==> src/lih_pkg.sv <==
`default_nettype none
package lih_pkg;
   localparam int NUM_LINKS    = 8;
   localparam int NUM_GROUPS   = 4;
   localparam int LINK_EVTS    = 5;
   localparam int CNT_PER_LINK = 12;
   localparam int PCM_CNT      = 8;
   localparam int UTX_CNT      = 4;
   localparam int NUM_CNT      = 112;
   localparam int GRP_CNT_BASE = 96;
   localparam int SEL_W        = 7;
   localparam int ADDR_W       = 8;

   // word offsets on the register bus
   localparam logic [7:0] ADR_MASTER_SUM  = 8'h00;
   localparam logic [7:0] ADR_MASTER_MASK = 8'h01;
   localparam logic [7:0] ADR_GRP_SUM     = 8'h02;
   localparam logic [7:0] ADR_GRP_MASK    = 8'h03;
   localparam logic [7:0] ADR_GRP_FIFO_EN = 8'h04;
   localparam logic [7:0] ADR_LNK_FIFO_EN = 8'h05;
   localparam logic [7:0] ADR_HDL_FLAGS   = 8'h06;
   localparam logic [7:0] ADR_HDL_EN      = 8'h07;
   localparam logic [7:0] ADR_CNT_SEL     = 8'h08;
   localparam logic [7:0] ADR_CNT_CMD     = 8'h09;
   localparam logic [7:0] ADR_GRP_FLAGS   = 8'h10;
   localparam logic [7:0] ADR_LINK_FLAGS  = 8'h20;
   localparam logic [7:0] ADR_LINK_MASK   = 8'h28;
   localparam logic [7:0] ADR_PCM_FLAGS   = 8'h30;
   localparam logic [7:0] ADR_INOVF_FLAGS = 8'h38;

   localparam logic [7:0] RST_REG        = 8'h00;
   localparam logic [7:0] LAT_BITS       = 8'h3E;
   localparam logic [7:0] LINK0_LAT_BITS = 8'h7E;
   localparam logic [7:0] LINK_OWN_BITS  = 8'h3F;
   localparam logic [7:0] LINK0_INV_BITS = 8'hC0;
   localparam logic [7:0] ALL_BITS       = 8'hFF;
   localparam logic [7:0] LOW5_BITS      = 8'h1F;

   localparam logic [5:0] CMD_EN_CODE  = 6'h0A;
   localparam logic [4:0] CMD_DIS_CODE = 5'h02;
   localparam int         CMD_EN_ZERO  = 7;

   typedef enum logic {BUS_IDLE, BUS_ACK} lih_bus_type;
endpackage
`default_nettype wire

==> src/lih_top.sv <==
// What this block does
// enabled active link drives interrupt low
// master summary: one bit per link
// master summary unlatched; access leaves interrupt alone
// link bits 5..1 latch receive events
// link bit 0 summarises thirteen overflows
// bit 0 drops when mask or status clears
// zero clears bits 5..1; ones change nothing
// reading link status clears nothing
// link mask enables each of six sources
// link0 bit 7 summarises group overflow
// link0 bit 6 latches transfer/frame end
// handler enables eight sources, reports them
// link0 bits 7,6 masked by one
// pcm overflow flags gated by counter enable
// input overflow flags latch, zero write clears
// group summary shows enabled group overflow
// group mask passes group overflow upward
// group flags latch five overflow sources
// group fifo overflow has own enable
// enabled counter wrap raises overflow
// command code enables or masks counter
// no read side effects on status
// interrupt high when nothing enabled active
//
// The Avalon-MM interface to the registers and the register offsets were chosen for this implementation.
`timescale 1ns/1ps
`default_nettype none
module lih_top (
   input  wire logic        i_clk,
   input  wire logic        i_rst,
   input  wire logic [7:0]  i_avs_address,
   input  wire logic        i_avs_read,
   input  wire logic        i_avs_write,
   input  wire logic [31:0] i_avs_writedata,
   input  wire logic [3:0]  i_avs_byteenable,
   output logic      [31:0] o_avs_readdata,
   output logic             o_avs_waitrequest,
   input  wire logic [39:0] i_link_evt,
   input  wire logic [95:0] i_link_cnt_wrap,
   input  wire logic [7:0]  i_link_fifo_ovf,
   input  wire logic [7:0]  i_link_uni,
   input  wire logic [15:0] i_grp_cnt_wrap,
   input  wire logic [3:0]  i_grp_fifo_ovf,
   input  wire logic [3:0]  i_icp_done,
   input  wire logic [3:0]  i_frame_end,
   output logic             o_irq_n
);
   localparam int NL  = lih_pkg::NUM_LINKS;
   localparam int NG  = lih_pkg::NUM_GROUPS;
   localparam int CPL = lih_pkg::CNT_PER_LINK;
   localparam int PC  = lih_pkg::PCM_CNT;
   localparam int UC  = lih_pkg::UTX_CNT;
   localparam int NE  = lih_pkg::LINK_EVTS;
   localparam int SW  = lih_pkg::SEL_W;
   localparam logic [SW-1:0] NCNT = SW'(lih_pkg::NUM_CNT);

   // port widths and the counter map are fixed by these counts
   if ($bits(i_link_evt) != NL*NE ||
       $bits(i_link_cnt_wrap) != NL*CPL ||
       $bits(i_grp_cnt_wrap) != NG*UC ||
       lih_pkg::GRP_CNT_BASE != NL*CPL ||
       lih_pkg::NUM_CNT != NL*CPL + NG*UC ||
       lih_pkg::NUM_CNT > 2**SW) begin : g_bad_counts
      $error("package counts do not match the ports");
   end

   // set wins over a clearing zero written in the same cycle
   function automatic logic [7:0] upd(input logic [7:0] q,
                                      input logic [7:0] set,
                                      input logic [7:0] clrable,
                                      input logic       hit,
                                      input logic [7:0] wd);
      logic [7:0] clr;
      clr = hit ? (clrable & ~wd) : 8'h00;
      return (q & ~clr) | set;
   endfunction

   function automatic logic blk(input logic [7:0] a,
                                input logic [7:0] base);
      return a[7:3] == base[7:3];
   endfunction

   lih_pkg::lih_bus_type st_q, st_d;
   logic                wait_q, wait_d;
   logic [31:0]         rdata_q, rdata_d;
   logic                irq_n_q, irq_n_d;
   logic [7:0]          master_mask_q, master_mask_d;
   logic [3:0]          grp_mask_q, grp_mask_d;
   logic [3:0]          grp_fifo_en_q, grp_fifo_en_d;
   logic [7:0]          lnk_fifo_en_q, lnk_fifo_en_d;
   logic [7:0]          hdl_q, hdl_d;
   logic [7:0]          hdl_en_q, hdl_en_d;
   logic [6:0]          cnt_sel_q, cnt_sel_d;
   logic [111:0]        cnt_en_q, cnt_en_d;
   logic [7:0]          link_lat_q [NL];
   logic [7:0]          link_lat_d [NL];
   logic [7:0]          link_mask_q [NL];
   logic [7:0]          link_mask_d [NL];
   logic [7:0]          pcm_q [NL];
   logic [7:0]          pcm_d [NL];
   logic [4:0]          inovf_q [NL];
   logic [4:0]          inovf_d [NL];
   logic [4:0]          grp_q [NG];
   logic [4:0]          grp_d [NG];

   logic [7:0]          pcm_gt [NL];
   logic [4:0]          in_gt [NL];
   logic [4:0]          grp_gt [NG];
   logic [7:0]          link_stat [NL];
   logic [7:0]          link_en [NL];
   logic [NL-1:0]       link_sum;
   logic [NG-1:0]       grp_sum;
   logic [7:0]          a8;
   logic [7:0]          wd;
   logic                wr_ev;
   logic                hdl_set;
   logic [7:0]          rd;

   assign a8    = i_avs_address;
   assign wd    = i_avs_writedata[7:0];
   // a write lands on the edge where the master sees waitrequest low
   assign wr_ev = (st_q == lih_pkg::BUS_ACK) & i_avs_write &
                  i_avs_byteenable[0];

   // status tree, all unlatched summaries
   always_comb begin
      for (int g = 0; g < NG; g++) begin
         grp_gt[g]  = {grp_fifo_en_q[g],
                       cnt_en_q[lih_pkg::GRP_CNT_BASE + g*UC +: UC]};
         grp_sum[g] = grp_mask_q[g] & (|(grp_q[g] & grp_gt[g]));
      end
      for (int l = 0; l < NL; l++) begin
         pcm_gt[l] = cnt_en_q[l*CPL +: PC];
         in_gt[l]  = {lnk_fifo_en_q[l] & i_link_uni[l],
                      cnt_en_q[l*CPL + PC +: UC]};
         link_stat[l] = link_lat_q[l] & lih_pkg::LINK0_LAT_BITS;
         // masking or clearing the last active source drops bit 0 at once
         link_stat[l][0] = (|(pcm_q[l] & pcm_gt[l])) |
                           (|(inovf_q[l] & in_gt[l]));
         link_en[l] = link_mask_q[l] & lih_pkg::LINK_OWN_BITS;
      end
      link_stat[0][7] = |grp_sum;
      // the two group-level sources use an inverted (mask) sense
      link_en[0] = link_en[0] |
                   (~link_mask_q[0] & lih_pkg::LINK0_INV_BITS);
      for (int l = 0; l < NL; l++) begin
         link_sum[l] = |(link_stat[l] & link_en[l]);
      end
   end

   // register and latch updates
   always_comb begin
      master_mask_d = master_mask_q;
      grp_mask_d    = grp_mask_q;
      grp_fifo_en_d = grp_fifo_en_q;
      lnk_fifo_en_d = lnk_fifo_en_q;
      hdl_en_d      = hdl_en_q;
      cnt_sel_d     = cnt_sel_q;
      cnt_en_d      = cnt_en_q;
      hdl_set = |({i_frame_end, i_icp_done} & hdl_en_q);
      hdl_d = upd(hdl_q, {i_frame_end, i_icp_done}, lih_pkg::ALL_BITS,
                  wr_ev && a8 == lih_pkg::ADR_HDL_FLAGS, wd);
      if (wr_ev) begin
         unique case (a8)
            lih_pkg::ADR_MASTER_MASK: master_mask_d = wd;
            lih_pkg::ADR_GRP_MASK:    grp_mask_d    = wd[3:0];
            lih_pkg::ADR_GRP_FIFO_EN: grp_fifo_en_d = wd[3:0];
            lih_pkg::ADR_LNK_FIFO_EN: lnk_fifo_en_d = wd;
            lih_pkg::ADR_HDL_EN:      hdl_en_d      = wd;
            lih_pkg::ADR_CNT_SEL:     cnt_sel_d     = wd[6:0];
            lih_pkg::ADR_CNT_CMD: begin
               if (cnt_sel_q < NCNT) begin
                  if (!wd[lih_pkg::CMD_EN_ZERO] &&
                      wd[5:0] == lih_pkg::CMD_EN_CODE) begin
                     cnt_en_d[cnt_sel_q] = 1'b1;
                  end else if (wd[4:0] == lih_pkg::CMD_DIS_CODE) begin
                     cnt_en_d[cnt_sel_q] = 1'b0;
                  end
               end
            end
            default: ;
         endcase
      end
      for (int l = 0; l < NL; l++) begin
         link_mask_d[l] = (wr_ev && a8 == lih_pkg::ADR_LINK_MASK + 8'(l))
                          ? wd : link_mask_q[l];
         link_lat_d[l] = upd(link_lat_q[l],
                             {1'b0, (l == 0) && hdl_set,
                              i_link_evt[l*NE +: NE], 1'b0},
                             (l == 0) ? lih_pkg::LINK0_LAT_BITS
                                      : lih_pkg::LAT_BITS,
                             wr_ev && a8 == lih_pkg::ADR_LINK_FLAGS + 8'(l),
                             wd);
         pcm_d[l] = upd(pcm_q[l],
                        i_link_cnt_wrap[l*CPL +: PC] & pcm_gt[l],
                        lih_pkg::ALL_BITS,
                        wr_ev && a8 == lih_pkg::ADR_PCM_FLAGS + 8'(l), wd);
         inovf_d[l] = 5'(upd({3'b000, inovf_q[l]},
                        {3'b000, i_link_fifo_ovf[l] & i_link_uni[l],
                         i_link_cnt_wrap[l*CPL + PC +: UC] &
                         cnt_en_q[l*CPL + PC +: UC]},
                        lih_pkg::LOW5_BITS,
                        wr_ev && a8 == lih_pkg::ADR_INOVF_FLAGS + 8'(l),
                        wd));
      end
      for (int g = 0; g < NG; g++) begin
         grp_d[g] = 5'(upd({3'b000, grp_q[g]},
                      {3'b000, i_grp_fifo_ovf[g],
                       i_grp_cnt_wrap[g*UC +: UC] &
                       cnt_en_q[lih_pkg::GRP_CNT_BASE + g*UC +: UC]},
                      lih_pkg::LOW5_BITS,
                      wr_ev && a8 == lih_pkg::ADR_GRP_FLAGS + 8'(g),
                      wd));
      end
      irq_n_d = ~|(link_sum & master_mask_q);
   end

   // bus answer; reads only select data, never touch state
   always_comb begin
      rd = lih_pkg::RST_REG;
      unique case (a8)
         lih_pkg::ADR_MASTER_SUM:  rd = link_sum;
         lih_pkg::ADR_MASTER_MASK: rd = master_mask_q;
         lih_pkg::ADR_GRP_SUM:     rd = {4'h0, grp_sum};
         lih_pkg::ADR_GRP_MASK:    rd = {4'h0, grp_mask_q};
         lih_pkg::ADR_GRP_FIFO_EN: rd = {4'h0, grp_fifo_en_q};
         lih_pkg::ADR_LNK_FIFO_EN: rd = lnk_fifo_en_q;
         lih_pkg::ADR_HDL_FLAGS:   rd = hdl_q;
         lih_pkg::ADR_HDL_EN:      rd = hdl_en_q;
         lih_pkg::ADR_CNT_SEL:     rd = {1'b0, cnt_sel_q};
         lih_pkg::ADR_CNT_CMD:
            rd = {7'h00, (cnt_sel_q < NCNT) && cnt_en_q[cnt_sel_q]};
         default: begin
            if (blk(a8, lih_pkg::ADR_LINK_FLAGS)) begin
               rd = link_stat[a8[2:0]];
            end else if (blk(a8, lih_pkg::ADR_LINK_MASK)) begin
               rd = link_mask_q[a8[2:0]];
            end else if (blk(a8, lih_pkg::ADR_PCM_FLAGS)) begin
               rd = pcm_q[a8[2:0]];
            end else if (blk(a8, lih_pkg::ADR_INOVF_FLAGS)) begin
               rd = {3'b000, inovf_q[a8[2:0]]};
            end else if (blk(a8, lih_pkg::ADR_GRP_FLAGS) && !a8[2]) begin
               rd = {3'b000, grp_q[a8[1:0]]};
            end
         end
      endcase
   end

   always_comb begin
      st_d    = st_q;
      wait_d  = wait_q;
      rdata_d = rdata_q;
      unique case (st_q)
         lih_pkg::BUS_IDLE: begin
            if (i_avs_read || i_avs_write) begin
               st_d    = lih_pkg::BUS_ACK;
               wait_d  = 1'b0;
               rdata_d = {24'h000000, rd};
            end
         end
         lih_pkg::BUS_ACK: begin
            st_d   = lih_pkg::BUS_IDLE;
            wait_d = 1'b1;
         end
      endcase
   end

   always_ff @(posedge i_clk or posedge i_rst) begin
      if (i_rst) begin
         st_q          <= lih_pkg::BUS_IDLE;
         wait_q        <= 1'b1;
         rdata_q       <= 32'h00000000;
         irq_n_q       <= 1'b1;
         master_mask_q <= lih_pkg::RST_REG;
         grp_mask_q    <= 4'h0;
         grp_fifo_en_q <= 4'h0;
         lnk_fifo_en_q <= lih_pkg::RST_REG;
         hdl_q         <= lih_pkg::RST_REG;
         hdl_en_q      <= lih_pkg::RST_REG;
         cnt_sel_q     <= 7'h00;
         cnt_en_q      <= '0;
         for (int l = 0; l < NL; l++) begin
            link_lat_q[l]  <= lih_pkg::RST_REG;
            link_mask_q[l] <= lih_pkg::RST_REG;
            pcm_q[l]       <= lih_pkg::RST_REG;
            inovf_q[l]     <= 5'h00;
         end
         for (int g = 0; g < NG; g++) begin
            grp_q[g] <= 5'h00;
         end
      end else begin
         st_q          <= st_d;
         wait_q        <= wait_d;
         rdata_q       <= rdata_d;
         irq_n_q       <= irq_n_d;
         master_mask_q <= master_mask_d;
         grp_mask_q    <= grp_mask_d;
         grp_fifo_en_q <= grp_fifo_en_d;
         lnk_fifo_en_q <= lnk_fifo_en_d;
         hdl_q         <= hdl_d;
         hdl_en_q      <= hdl_en_d;
         cnt_sel_q     <= cnt_sel_d;
         cnt_en_q      <= cnt_en_d;
         link_lat_q    <= link_lat_d;
         link_mask_q   <= link_mask_d;
         pcm_q         <= pcm_d;
         inovf_q       <= inovf_d;
         grp_q         <= grp_d;
      end
   end

   assign o_avs_readdata    = rdata_q;
   assign o_avs_waitrequest = wait_q;
   assign o_irq_n           = irq_n_q;
endmodule
`default_nettype wire

==> config.mk <==
export PLATFORM = sky130hd
export DESIGN_NAME = lih_top
export DESIGN_NICKNAME = d
export VERILOG_FILES = /design/src/lih_pkg.sv /design/src/lih_top.sv
export SDC_FILE = /design/constraint.sdc
export NUM_CORES = 1
export LEC_CHECK = 0
export BUFFER_PORTS_ARGS = -buffer_cell sky130_fd_sc_hd__buf_2
export CAP_MARGIN = 15
export CORE_UTILIZATION = 30
export DETAILED_ROUTE_END_ITERATION = 10
export PLACE_DENSITY = 0.58
export RECOVER_POWER = 50
export SYNTH_ARGS = -nofsm -noshare
export SYNTH_HDL_FRONTEND = slang
export SYNTH_SLANG_ARGS = --single-unit
==> constraint.sdc <==
create_clock -name i_clk -period 20.1 [get_ports i_clk]
set_input_delay 5.025 -clock i_clk [delete_from_list [all_inputs] [get_ports i_clk]]
set_output_delay 5.025 -clock i_clk [all_outputs]
set_load 0.005 [all_outputs]
### Word-level counts from Yosys, hierarchy flattened

Cells that the tools add are included.

| cells by class | value |
|---|---|
| add/sub/neg operators | 0 |
| multiply operators | 0 |
| divide/modulo/power cells | 0 |
| order comparisons | 5 |
| eq/ne operators | 53 |
| shift-type cells | 0 |
| multiplexer cells | 60 |
| bitwise operators | 176 |
| reductions and logical operators | 86 |

Operator list:

| cell | number |
|---|---|
| 8-bit AND | 36 |
| 8-bit by 6-bit == test with 1-bit output (second input constant) | 32 |
| 112-bit 2-to-1 mux | 2 |
| 8-bit 2-to-1 mux | 18 |
| 8-bit OR reduction | 18 |
| 5-bit AND | 24 |
| 112-bit AND | 1 |
| 112-bit NOT | 1 |
| 112-bit OR | 1 |
| 5-bit 2-to-1 mux | 18 |
| 8-bit NOT | 11 |
| 8-bit one-hot mux with 10 select lines | 1 |
| 8-bit binary-select mux with 3-bit select | 3 |
| 8-bit OR | 9 |
| 5-bit NOT | 12 |
| 5-bit OR | 12 |
| 5-bit OR reduction | 12 |
| 6-bit NOT with 8-bit output | 7 |
| 8-bit by 6-bit OR with 8-bit output | 7 |
| 7-bit by 6-bit AND with 7-bit output | 7 |
| 4-bit AND | 12 |
| 6-bit 2-to-1 mux | 7 |
| 1-bit logical AND | 41 |
| 8-bit by 3-bit == test with 1-bit output (second input constant) | 4 |
| other kinds (35) | 84 |

| word-level totals | value |
|---|---|
| flip-flop bits (word level) | 422 |
| bits in latches | 0 |
| RAM bits | 0 |
| bits in read-only memories | 0 |
| input port bits | 228 |
| output and inout bits | 34 |
| word-level logic and storage cells | 428 |
| memories | 0 |

### Depth between registers and ports, before layout

| depth | value |
|---|---|
| depth after elaboration | 10 |
| mapped depth | 10 |

### Worst setup path after synthesis

OpenSTA, ideal clock, no wires.

| path | value |
|---|---|
| path type | input to register |
| start | input i_avs_address[4] |
| end | register with a tool-made name |
| setup time | 135 ps |
| arrival time | 6943 ps |
| path slack | 13023 ps |
| stages on the path | 10 |
| path buffers | 3 |
| path through | buf_6 > or4_4 > buf_6 > nor4_4 > nand3_2 > nor3_4 > nand3_2 > buf_6 > o21ai_0 > o31ai_1 |

RTL lines:

| item | line | text |
|---|---|---|
| start, declared | lih_top.sv:32 | `input wire logic [7:0] i_avs_address,` |

==> results by group <==
Routing
  • Routed via count: ~17,000
  • Residual DRC: 2
  • Wire length per cell: ~28 microns
  • 1st-iter DRT viols: 1,950
  • WL final: between 80,000 and 90,000 microns
  • TritonRoute pass-1 iters: 9
  • Final ANT Viol Nets: 0
  • DR vias/cell: just under 6

Pwr
  • PwrDens: around 76 mW/mm^2
  • Peak VDD IR: approximately 0.054 mV
  • Leakage: 10.2 nW

Yosys
  • Top cell type's share of synthesized area: 49.1%
  • Top cells by count, synth: dfrtp_1 (397), nand2_1 (325), o21ai_0 (314), o31ai_1 (115), mux2_2 (107)
  • Post-synth EDFFs: 0
  • Leading area contributor after synthesis: dfrtp_1
  • Yosys warning total: 0
  • Syn Area/Cell: around 10 sq um
  • Synthesis-stage register bit count: around 400
  • Sequential area share after synthesis: 49.4%
  • Count of cell types in the netlist: between 60 and 70
  • Post-Syn Instances: 1,932
  • Ys flop type: dfrtp_1
  • Most frequent cell after synthesis: dfrtp_1
  • Syn Std Cell Area: between 0.02 and 0.025 sq mm
  • Synth async-reset ratio: 100%
  • Largest cells by area after synthesis: dfrtp_1 (49%), o21ai_0 (7.8%), mux4_2 (7.5%)

STA
  • Fin. max-slew vios: ~200
  • Final Hold Viols: 0
  • Slew margin rel.: -205%
  • RSZ-0062 raised after global routing: false
  • Hold_ws: approximately 490 ps
  • Tmin final: just over 10,000 ps
  • Setup Viol. Count Final: 0
  • Setup WS post-layout: approximately 9900 ps
  • Fmax: approximately 0.098 GHz
  • Worst Skew: between 20 and 30 ps
  • Worst slew pin tran: around 4500 ps
  • Setup TNS: 0 ps
  • Final period utilization: 50.6%

Clocking
  • Postcts setup bufs: 0
  • Cts hold-fix bufs: 0
  • Worst-path clk slew: approximately 60 ps
  • Clk root buf: clkbuf_16
  • CTS Buf Count: 45
  • H-tree Lvls: 2
  • # clock sinks: between 300 and 400
  • Clk_lat worst skew: 610 ps
  • Clock buffer depth: 3
  • # resized after CTS: 0
  • CTS tree: built

Outcome
  • Failing checks: design-rule violations, max-capacitance violations, max-slew violations
  • Status: finished, violations left

Placed design
  • Final Wtd Congestion: 0.960
  • I/O Buffers: 210
  • Placed Cells: around 2,900
  • DP Wirelength: ~60,000 microns
  • Setup slack after placement: 11,910 ps

Critical path
  • Crit path required time: between 20,000 and 25,000 ps
  • Worst reg-to-reg path cell count: 9
  • Terminus of the critical flop-to-flop path: o_avs_readdata[0]
  • Slowest cell on the critical path: clkinvlp_2
  • Setup crit start kind: input port
  • Reg2reg setup slack: 16,730 ps
  • Critical R2R Launch: cnt_sel_q[2]
  • Cell mode on critical path: clkbuf_1
  • Crit. End Element: asynchronous set/reset pin
  • Critical path's largest stage delay: between 2000 and 2500 ps
  • Setup CP Type: input port to asynchronous set/reset pin
  • Crit path max fanout: between 100 and 150
  • CP top delay family: buffers and inverters
  • WP buf/inv: 3
  • WP data arrival: ~10,000 ps
  • Crit path depth: 3
  • Crit path cell chain: clkbuf_1 > clkinvlp_2 > clkbuf_1

Global route
  • Total global routing overflow: 0
  • Vias in the first global route: between 15,000 and 20,000
  • Initial antenna violation count: 8
  • Global-route total usage across every layer: 24.0%
  • Largest net degree at the start of global routing: 170
  • First-pass GRT wire length: 120,000 microns

Hold path
  • Hold WC Path Type: register to register
  • Min-delay src: o_avs_waitrequest
  • Hold path cells: 2
  • Hold Path End: o_avs_waitrequest

Run
  • Max cap viols: 4

Die
  • Die W: 262 microns
  • Core region area: between 0.06 and 0.07 sq mm
  • Initial Util: 30.5%
  • Rows: 94
  • # IOs: 262
  • Die ar.: between 0.06 and 0.07 sq mm
  • Vert. Die Dim: approximately 260 microns

Cells and area
  • Area grow syn2layout: 15.7%
  • Layout cells sized above 1: 23.6%
  • Post-route insts no fill: ~3,000
  • Layout net count: between 2,000 and 2,500
-- through the flow --
stage               util [%]  power [mW]  area (sq um)
floorplan                  -       0.890         20300
global placement        33.2       0.949         22000
detailed placement      33.2       0.950         22000
CTS                     35.4        1.78         23500
global route            35.3        1.82         23400
finish                  35.4        1.77         23400
-- worst register-to-register path, cell delays in order, from the launching register on --
cell	delay (ps)
dfrtp_1	340
buf_4	480
nor2b_1	270
buf_4	240
a221oi_1	310
a21oi_1	70
a2111oi_0	410
nor4_1	160
o41ai_1	760
a211oi_1	170
-- cells by family after synthesis --
logic type             synth area share, %
buffers and inverters                 3.97
other                               0.0185
and+or+nand+nor                       12.4
AOI/OAI and AO/OA                     19.7
muxes                                 14.5
DFF                                   49.4
-- worst max path at each step --
stage	from	to	slack [ps]
6_report	i_rst	hdl_q[2]	9940
5_1_grt	i_rst	asynchronous set/reset pin	8650
4_1_cts	i_avs_address[4]	link_en[19]	12520
3_5_place_dp	i_avs_address[4]	link_en[19]	11910
3_3_place_gp	i_avs_address[4]	link_en[18]	11910
2_1_floorplan	i_rst	asynchronous set/reset pin	3980
-- layout by cell type (no fill, tap or decap), types with 15 or more instances in the layout --
cell type | Yosys | layout
conb_1 | 1 | 24
mux2_2 | 107 | 107
mux2i_1 | 22 | 22
a222oi_1 | 18 | 18
buf_4 | 26 | 31
mux4_2 | 67 | 67
a22oi_1 | 81 | 81
o31ai_1 | 115 | 115
clkbuf_1 | 88 | 25
nand2b_1 | 59 | 59
inv_1 | 16 | 15
o21ai_0 | 314 | 314
buf_2 | 20 | 199
nand2_1 | 325 | 325
nand3_1 | 37 | 35
clkbuf_16 | 0 | 45
dfrtp_1 | 397 | 396
nor2_1 | 29 | 29
nand4_1 | 17 | 17
a21oi_1 | 29 | 29
-- routing by layer --
| layer | share of wire, % | GRT usage, % |
|---|---|---|
| met1 | 40 | 30.7 |
| met2 | 47 | 39.4 |
| met3 | 7.9 | 4.42 |
| met4 | 4.8 | 10.8 |
| met5 | 0.096 | 0 |
-- area by class of cell --
type | count | area [sq um]
fillers | 6646 | 42800
well taps | 864 | 1080
repair buffers | 243 | 1290
multi-input cells | 1387 | 9520
clock inverters | 11 | 133
flip-flops and latches | 399 | 9990
diodes | 1 | 2.50
inverters | 17 | 65.1
clock buffers | 69 | 1330
-- where the power goes --
group | internal (mW) | switching, mW | total (mW)
clock | 0.481 | 0.352 | 0.833
combinational | 0.0364 | 0.0817 | 0.118
sequential | 0.810 | 0.00684 | 0.817
total | 1.33 | 0.441 | 1.77
Note: power is estimated with default switching activity, not from simulation.
